## src/adc_seq_map.vh

```
`ifndef ADC_SEQ_MAP_VH
`define ADC_SEQ_MAP_VH
// ----------------------------------------
// register byte offsets
// ----------------------------------------
`define OFS_CTRL_ZERO 8'h00
`define OFS_CTRL_ONE 8'h04
`define OFS_CTRL_TWO 8'h08
`define OFS_RES_HIGH 8'h0C
`define OFS_RES_LOW 8'h10
`define OFS_INT_STATUS 8'h14
`define OFS_INT_MASK 8'h18
// ----------------------------------------
// field positions
// ----------------------------------------
`define CZ_CHAN_LSB 0
`define CZ_FMT_BIT 4
`define CZ_START_BIT 5
`define CZ_BUSY_BIT 6
`define CZ_POWER_BIT 7
`define CO_DIV_LSB 0
`define CO_SRC_LSB 4
`define CT_REF_LSB 0
`define CT_PGAIN_LSB 2
`define CT_PGAGAIN_LSB 4
`define IS_DONE_BIT 0
`define IS_ABORT_BIT 1
`define IM_GLOBAL_BIT 7
// ----------------------------------------
// reset values and codes
// ----------------------------------------
`define CTRL_ZERO_RST 8'h00
`define CTRL_ONE_RST 8'h00
`define CTRL_TWO_RST 8'h00
`define INT_MASK_RST 8'h00
`define REF_PGA_CODE 2'h1
`define RESP_OKAY 2'h0
`define RESP_SLVERR 2'h2
// ----------------------------------------
// timing counts in converter clocks, last phase index and result top bit mask
// ----------------------------------------
`define SAMPLE_CLKS 4'h4
`define CONV_CLKS 4'hC
`define LAST_PHASE 4'hF
`define RESULT_MSB_MASK 12'h800
`endif

```

## src/adc_conversion_sequencer.v

```verilog
// Chosen here: the AXI4-Lite slave port and the register offsets.
`timescale 1ns/1ps
`include "adc_seq_map.vh"
module adc_conversion_sequencer #(
  parameter ADDR_W = 8,
  parameter RES_W = 12
) (
  // clock and reset
  input wire core_clk,
  input wire rst_n,
  // axi4-lite write channels
  input wire [ADDR_W-1:0] awaddr,
  input wire awvalid,
  output wire awready,
  input wire [31:0] wdata,
  input wire [3:0] wstrb,
  input wire wvalid,
  output wire wready,
  output reg [1:0] bresp,
  output reg bvalid,
  input wire bready,
  // axi4-lite read channels
  input wire [ADDR_W-1:0] araddr,
  input wire arvalid,
  output wire arready,
  output reg [31:0] rdata,
  output reg [1:0] rresp,
  output reg rvalid,
  input wire rready,
  // analog core
  output reg analogPowerOn,
  output reg sampleHold,
  output reg [RES_W-1:0] dacCode,
  input wire compIn,
  output reg [3:0] extChanSel,
  output reg extChanConnect,
  output reg [3:0] intSourceSel,
  output reg intSourceConnect,
  output reg [1:0] refSourceSel,
  output reg pgaEnable,
  output reg [1:0] pgaInputSel,
  output reg [2:0] pgaGainSel,
  // interrupt
  output wire irq
);

  // ----------------------------------------
  // register state
  // ----------------------------------------
  reg [3:0] chan_ff;
  reg fmt_ff;
  reg start_ff;
  reg power_ff;
  reg [2:0] divSel_ff;
  reg [3:0] srcSel_ff;
  reg [1:0] refSel_ff;
  reg [1:0] pgaIn_ff;
  reg [2:0] pgaGain_ff;
  reg [7:0] mask_ff;
  reg doneFlag_ff;
  reg abortFlag_ff;
  reg [7:0] resHigh_ff;
  reg [7:0] resLow_ff;
  // bus holding state
  reg awHeld_ff;
  reg wHeld_ff;
  reg [ADDR_W-1:0] wAddr_ff;
  reg [7:0] wByte_ff;
  reg wLane_ff;
  // conversion state
  reg busy_ff;
  reg [3:0] phase_ff;
  reg [6:0] divCnt_ff;
  reg [RES_W-1:0] code_ff;
  reg [RES_W-1:0] bitMask_ff;

  // ----------------------------------------
  // write channel handshakes
  // ----------------------------------------
  assign awready = ~awHeld_ff & ~bvalid;
  assign wready = ~wHeld_ff & ~bvalid;
  wire doWrite = awHeld_ff & wHeld_ff & ~bvalid;
  wire wrMapped = (wAddr_ff == `OFS_CTRL_ZERO) | (wAddr_ff == `OFS_CTRL_ONE) |
                  (wAddr_ff == `OFS_CTRL_TWO) | (wAddr_ff == `OFS_INT_MASK) |
                  (wAddr_ff == `OFS_RES_HIGH) | (wAddr_ff == `OFS_RES_LOW) |
                  (wAddr_ff == `OFS_INT_STATUS);
  wire wrCtrlZero = doWrite & wLane_ff & (wAddr_ff == `OFS_CTRL_ZERO);

  // address and data are caught independently, answered once both are in
  always @(posedge core_clk) begin
    if (!rst_n) begin
      awHeld_ff <= 1'b0;
      wHeld_ff <= 1'b0;
      wAddr_ff <= {ADDR_W{1'b0}};
      wByte_ff <= 8'h00;
      wLane_ff <= 1'b0;
      bvalid <= 1'b0;
      bresp <= `RESP_OKAY;
    end else begin
      if (awvalid && awready) begin
        awHeld_ff <= 1'b1;
        wAddr_ff <= awaddr;
      end
      if (wvalid && wready) begin
        wHeld_ff <= 1'b1;
        wByte_ff <= wdata[7:0];
        wLane_ff <= wstrb[0];
      end
      if (doWrite) begin
        awHeld_ff <= 1'b0;
        wHeld_ff <= 1'b0;
        bvalid <= 1'b1;
        bresp <= wrMapped ? `RESP_OKAY : `RESP_SLVERR;
      end else if (bvalid && bready) begin
        bvalid <= 1'b0;
      end
    end
  end

  // ----------------------------------------
  // read channel
  // ----------------------------------------
  assign arready = ~rvalid;
  wire rdTake = arvalid & arready;
  wire rdClrStatus = rdTake & (araddr == `OFS_INT_STATUS);
  reg [7:0] rdByte;
  reg rdHit;

  // register read multiplexer
  always @* begin
    rdByte = 8'h00;
    rdHit = 1'b1;
    case (araddr)
      `OFS_CTRL_ZERO: rdByte = {power_ff, busy_ff, start_ff, fmt_ff, chan_ff};
      `OFS_CTRL_ONE: rdByte = {srcSel_ff, 1'b0, divSel_ff};
      `OFS_CTRL_TWO: rdByte = {1'b0, pgaGain_ff, pgaIn_ff, refSel_ff};
      `OFS_RES_HIGH: rdByte = resHigh_ff;
      `OFS_RES_LOW: rdByte = resLow_ff;
      `OFS_INT_STATUS: rdByte = {6'h00, abortFlag_ff, doneFlag_ff};
      `OFS_INT_MASK: rdByte = mask_ff;
      default: rdHit = 1'b0;
    endcase
  end

  // one-cycle read answer, held until rready
  always @(posedge core_clk) begin
    if (!rst_n) begin
      rvalid <= 1'b0;
      rdata <= 32'h00000000;
      rresp <= `RESP_OKAY;
    end else if (rdTake) begin
      rvalid <= 1'b1;
      rdata <= {24'h000000, rdByte};
      rresp <= rdHit ? `RESP_OKAY : `RESP_SLVERR;
    end else if (rvalid && rready) begin
      rvalid <= 1'b0;
    end
  end

  // ----------------------------------------
  // start pulse decode
  // ----------------------------------------
  wire newStart = wByte_ff[`CZ_START_BIT];
  wire newPower = wByte_ff[`CZ_POWER_BIT];
  // high write resets the converter, falling write launches
  wire convReset = wrCtrlZero & newStart;
  wire launch = wrCtrlZero & start_ff & ~newStart & newPower;
  wire powerOff = wrCtrlZero ? ~newPower : ~power_ff;
  wire abortEvent = busy_ff & (convReset | powerOff);

  // ----------------------------------------
  // converter clock divider
  // ----------------------------------------
  wire [7:0] divSpan = 8'h01 << divSel_ff;
  wire [7:0] divSpanM1 = divSpan - 8'h01;
  wire convTick = busy_ff & (divCnt_ff == divSpanM1[6:0]);
  wire lastTick = convTick & (phase_ff == `LAST_PHASE);
  wire inConvert = phase_ff >= `SAMPLE_CLKS;
  wire [RES_W-1:0] decided = compIn ? code_ff : (code_ff & ~bitMask_ff);
  wire [RES_W-1:0] finalCode = decided;

  // control registers and conversion sequencing
  always @(posedge core_clk) begin
    if (!rst_n) begin
      chan_ff <= 4'h0;
      fmt_ff <= 1'b0;
      start_ff <= 1'b0;
      power_ff <= 1'b0;
      divSel_ff <= 3'h0;
      srcSel_ff <= 4'h0;
      refSel_ff <= 2'h0;
      pgaIn_ff <= 2'h0;
      pgaGain_ff <= 3'h0;
      mask_ff <= `INT_MASK_RST;
      busy_ff <= 1'b0;
      phase_ff <= 4'h0;
      divCnt_ff <= 7'h00;
      code_ff <= {RES_W{1'b0}};
      dacCode <= {RES_W{1'b0}};
      bitMask_ff <= {RES_W{1'b0}};
      resHigh_ff <= 8'h00;
      resLow_ff <= 8'h00;
    end else begin
      // software register writes
      if (doWrite && wLane_ff) begin
        case (wAddr_ff)
          `OFS_CTRL_ZERO: begin
            chan_ff <= wByte_ff[`CZ_CHAN_LSB +: 4];
            fmt_ff <= wByte_ff[`CZ_FMT_BIT];
            start_ff <= newStart;
            power_ff <= newPower;
          end
          `OFS_CTRL_ONE: begin
            divSel_ff <= wByte_ff[`CO_DIV_LSB +: 3];
            srcSel_ff <= wByte_ff[`CO_SRC_LSB +: 4];
          end
          `OFS_CTRL_TWO: begin
            refSel_ff <= wByte_ff[`CT_REF_LSB +: 2];
            pgaIn_ff <= wByte_ff[`CT_PGAIN_LSB +: 2];
            pgaGain_ff <= wByte_ff[`CT_PGAGAIN_LSB +: 3];
          end
          `OFS_INT_MASK: mask_ff <= wByte_ff;
          default: mask_ff <= mask_ff;
        endcase
      end
      // conversion sequence
      // dac code moves on the same edge as the trial, so the comparator
      // has a whole converter clock to settle even at divide by one
      if (convReset || powerOff) begin
        busy_ff <= 1'b0;
        phase_ff <= 4'h0;
        divCnt_ff <= 7'h00;
        bitMask_ff <= {RES_W{1'b0}};
      end else if (launch) begin
        busy_ff <= 1'b1;
        phase_ff <= 4'h0;
        divCnt_ff <= 7'h00;
        code_ff <= {RES_W{1'b0}};
        dacCode <= {RES_W{1'b0}};
        bitMask_ff <= {RES_W{1'b0}};
      end else if (busy_ff) begin
        divCnt_ff <= convTick ? 7'h00 : divCnt_ff + 7'h01;
        if (convTick) begin
          phase_ff <= phase_ff + 4'h1;
          if (phase_ff == `SAMPLE_CLKS - 4'h1) begin
            // sampling over, first trial is the top bit
            code_ff <= `RESULT_MSB_MASK;
            dacCode <= `RESULT_MSB_MASK;
            bitMask_ff <= `RESULT_MSB_MASK;
          end else if (inConvert) begin
            // keep or drop this bit, try the next one down
            code_ff <= decided | (bitMask_ff >> 1);
            dacCode <= decided | (bitMask_ff >> 1);
            bitMask_ff <= bitMask_ff >> 1;
          end
          if (lastTick) begin
            busy_ff <= 1'b0;
            code_ff <= finalCode;
            dacCode <= finalCode;
            if (fmt_ff) begin
              resHigh_ff <= {4'h0, finalCode[11:8]};
              resLow_ff <= finalCode[7:0];
            end else begin
              resHigh_ff <= finalCode[11:4];
              resLow_ff <= {finalCode[3:0], 4'h0};
            end
          end
        end
      end
    end
  end

  // ----------------------------------------
  // interrupt status, set wins over read clear
  // ----------------------------------------
  always @(posedge core_clk) begin
    if (!rst_n) begin
      doneFlag_ff <= 1'b0;
      abortFlag_ff <= 1'b0;
    end else begin
      doneFlag_ff <= lastTick | (doneFlag_ff & ~rdClrStatus);
      abortFlag_ff <= abortEvent | (abortFlag_ff & ~rdClrStatus);
    end
  end

  // needs global enable and per-event enable
  assign irq = mask_ff[`IM_GLOBAL_BIT] &
               ((doneFlag_ff & mask_ff[`IS_DONE_BIT]) |
                (abortFlag_ff & mask_ff[`IS_ABORT_BIT]));

  // ----------------------------------------
  // analog routing outputs
  // ----------------------------------------
  wire srcExternal = (srcSel_ff == 4'h0) | (srcSel_ff == 4'h4) |
                     (srcSel_ff[3:2] == 2'b11);
  wire refIsPga = refSel_ff == `REF_PGA_CODE;

  // registered drive to the analog core, connects, sample and amplifier enable off while unpowered, selects still driven
  always @(posedge core_clk) begin
    if (!rst_n) begin
      analogPowerOn <= 1'b0;
      sampleHold <= 1'b0;
      extChanSel <= 4'h0;
      extChanConnect <= 1'b0;
      intSourceSel <= 4'h0;
      intSourceConnect <= 1'b0;
      refSourceSel <= 2'h0;
      pgaEnable <= 1'b0;
      pgaInputSel <= 2'h0;
      pgaGainSel <= 3'h0;
    end else begin
      analogPowerOn <= power_ff;
      sampleHold <= busy_ff & ~inConvert;
      // dac code is driven by the sequencer itself
      extChanSel <= chan_ff;
      extChanConnect <= power_ff & srcExternal;
      intSourceSel <= srcSel_ff;
      intSourceConnect <= power_ff & ~srcExternal;
      refSourceSel <= refSel_ff;
      pgaEnable <= power_ff & refIsPga;
      pgaInputSel <= refIsPga ? pgaIn_ff : 2'h0;
      pgaGainSel <= refIsPga ? pgaGain_ff : 3'h0;
    end
  end

endmodule

```

## config.mk

```make
export PLATFORM = sky130hd
export DESIGN_NAME = adc_conversion_sequencer
export DESIGN_NICKNAME = d
export VERILOG_FILES = /design/src/adc_conversion_sequencer.v
export VERILOG_INCLUDE_DIRS = /design/src /design/src/src
export SDC_FILE = /design/constraint.sdc
export NUM_CORES = 1
export LEC_CHECK = 0
export BUFFER_PORTS_ARGS = -buffer_cell sky130_fd_sc_hd__buf_2
export CAP_MARGIN = 30
export CORE_MARGIN = 5
export CORE_UTILIZATION = 40
export DETAILED_ROUTE_END_ITERATION = 8
export GPL_TIMING_DRIVEN = 1
export SLEW_MARGIN = 20
export SYNTH_ARGS = -nofsm -noshare
export SYNTH_HDL_FRONTEND = slang
export SYNTH_SLANG_ARGS = --single-unit
```

## constraint.sdc

```tcl
create_clock -name core_clk -period 1.7 [get_ports core_clk]
set_input_delay 0.34 -clock core_clk [delete_from_list [all_inputs] [get_ports core_clk]]
set_output_delay 0.34 -clock core_clk [all_outputs]
set_load 0.02 [all_outputs]
```

==> key figures <==
Synthesis
  • Mapped Avg Cell Area: 9.05 um2
  • Top post-synthesis cells by area: dfxtp_1 45%, mux2i_1 9.5%, nor2_1 5.7%
  • Most common flop cell mapped by yosys: dfxtp_1
  • Synth Cell Area: 5920 um2
  • Post-synth EDFFs: 0
  • Post-synth ARST share: 0%
  • #FFs+latches synth: 134
  • Syn Inst Count: 654
  • Register area share after synthesis: 45.3%
  • Yosys top cell area share: 45.3%
  • Cell variety after synth: 60
  • Yosys warning total: 0
  • Synth area leader: dfxtp_1

Worst setup path
  • CP Launch Type: register
  • CP Data Arrival Time: 2440 ps
  • Critical path class: register to register
  • Critical Path Sink Type: register
  • CP required: 2040 ps
  • Crit-path cells: or4_4 -> mux2i_4 -> o221a_4 -> and3b_2 -> nand2b_4 -> buf_6 -> o22ai_1
  • Critical Path Max Stage Delay: 530 ps
  • CP max-delay cell: or4_4
  • Crit Path Max Fanout: 6

Floorplanning
  • IO Pins: 134
  • Die width: 132 um
  • Die Span Y: 132 um
  • Initial Util: 40.7%
  • Num rows: 44
  • Die area: 17300 um2
  • Core area: 14500 um2

Run status
  • Status: finished, violations left
  • Failing checks: negative setup slack

Routing
  • Drt pass-1 iters: 4
  • Vias per cell: 5.20
  • Drt drc: 0
  • WL per Instance: 16.5 um
  • Initial DRC Count: 230
  • Final wirelength: 16700 um
  • Final ANT Viol Nets: 0
  • Routed vias: 5260

STA
  • Fin crit period: 2090 ps
  • Fin. Hold Viols: 0
  • Tcrit/Tclk final: 123%
  • Unrepaired setup endpoints after global routing: true
  • # setup viols final: 76
  • Final WS setup: -395 ps
  • Slew Limit Fails: 0
  • Fin Hold WS: 101 ps
  • Max Clk Rate: 0.477 GHz
  • Layout Skew: 6.17 ps
  • Worst Max-Slew Pin Slew: 660 ps
  • Relative slew slack: 55.6%

Finish
  • Most frequent cells in the layout: 127 x dfxtp_1, 82 x nor2_1, 80 x buf_2, 73 x buf_4, 55 x nand2_1
  • Number of diodes: 0
  • Most common cell after layout, fill and taps aside: dfxtp_1
  • Synth-to-layout area growth: 39.3%
  • Final layout net count: 877
  • Layout cell share with drive strength beyond 1: 38.5%

Clock network
  • CTS buffer count: 17
  • CTS sink cnt: 134
  • Clk buf depth: 2
  • Root Driver: clkbuf_16
  • Skew-Pair Late Insertion Delay: 420 ps
  • Post-CTS Hold Buffers: 0
  • CTS tree: done
  • H-tree depth: 4
  • Clock slew at reported path FFs: 60 ps

Placement
  • Post-detail-place hpwl: 11800 um
  • Place WS: -520 ps
  • Port buffer count: 80
  • Final Wtd Congestion: 0.865

Power and ir drop
  • Power Dens Cells: 884 nW/um2
  • Worst VDD drop: 0.000678 V
  • Leak: 3.60 nW
  • Pwr Total: 7.29 mW

Global routing
  • Initial antenna violation count: 0
  • Largest net degree at the start of global routing: 35
  • Global route overflow: 0
  • Total track usage: 18.3%
  • Vias in the first global route: 5203
  • First-pass GRT wire length: 26000 um

Min path
  • Hold Crit Class: input pin to register

Job
  • Max_cap viols: 0
-- Yosys cell counts, drive strengths merged, types with 3 or more instances --
master / number
nor4b: 3
nand2: 64
and3: 9
nor3: 8
nand3b: 3
o21ai: 22
a21o: 4
xor2: 6
nand4: 5
o22ai: 11
nand2b: 4
mux4: 5
dfxtp: 134
nor2: 90
a22oi: 19
mux2: 4
nor2b: 6
clkbuf: 15
nand3: 9
a21boi: 13
or3: 5
or2: 6
xnor2: 3
and2: 19
buf: 48
nand4b: 3
mux2i: 56
o211ai: 4
inv: 18
a21oi: 33
-- worst max-delay path: cells and delay by family, from the launching register on --
| family | cells | cell delay (ps) |
|---|---|---|
| buf+inv | 1 | 150 |
| simple gates | 3 | 900 |
| mux | 1 | 180 |
| flops | 1 | 370 |
| compound gates | 2 | 420 |
-- power by group --
| part | internal [mW] | switching, mW | total, mW |
|---|---|---|---|
| Sequential | 3.18 | 0.0426 | 3.22 |
| Clock | 2.23 | 1.39 | 3.61 |
| Combinational | 0.185 | 0.270 | 0.455 |
-- sequential cells by signal, summed over array words and instances (netlist names), 2 cells and up --
name	flops
pgaInputSel	2
extChanSel	4
divSel_ff	3
srcSel_ff	4
chan_ff	4
mask_ff	8
phase_ff	4
wByte_ff	8
refSourceSel	2
refSel_ff	2
resLow_ff	8
bitMask_ff	12
code_ff	12
pgaGainSel	3
pgaIn_ff	2
wAddr_ff	8
divCnt_ff	7
pgaGain_ff	3
resHigh_ff	8
rdata	8
intSourceSel	4
-- layout make-up --
| cell class | count | area [um2] |
|---|---|---|
| multi-input combinational | 465 | 3390 |
| inverter | 18 | 67.6 |
| clock inverter | 12 | 129 |
| timing repair buffer | 179 | 1270 |
| sequential | 134 | 2700 |
| tap | 184 | 230 |
| fill | 1260 | 6290 |
| clock buffer | 20 | 457 |
-- timing repair --
action	in CTS	in global routing
gates cloned	2	3
resized for setup	51	86
endpoints found under the setup margin	76	76
buffers inserted	9	12
pin swaps	26	42
-- kinds of logic after synthesis --
group | count (synthesis) | synth area share (%)
buffers and inverters | 81 | 7.65
other | 1 | 0.0633
AOI/OAI and AO/OA | 120 | 13.4
muxes | 65 | 12.1
adders and majority gates | 2 | 0.423
and+or+nand+nor | 242 | 19.7
DFF | 134 | 45.3
xor gates and xnor gates | 9 | 1.33
-- stage by stage --
step	util [%]	cells	instance area, um2	setup TNS, ps
after floorplan	-	679	6110	-6960
after global placement	47.7	957	6930	-16480
after detailed placement	47.7	957	6930	-20580
after CTS	53.5	999	7770	-18470
after global routing	56.7	1012	8250	-25460
final	56.7	1012	8250	-19050
-- worst paths after layout --
kind | startpoint | end | slack, ps | cells after the start
setup / recovery | divSel_ff[2] | code_ff[5] | -390 | 7
hold / removal | rready | rvalid | 100 | 2
setup reg to reg | divSel_ff[2] | code_ff[5] | -390 | 7
hold reg to reg | rdata[0] | rdata[0] | 450 | 2
-- metal layers --
metal / track usage (%) / wire [um]
met5: 0 / 0
met4: 6.34 / 318
met3: 5.50 / 1150
met2: 29.1 / 7880
met1: 23.6 / 7340
Power figures use the tool's default switching activity.
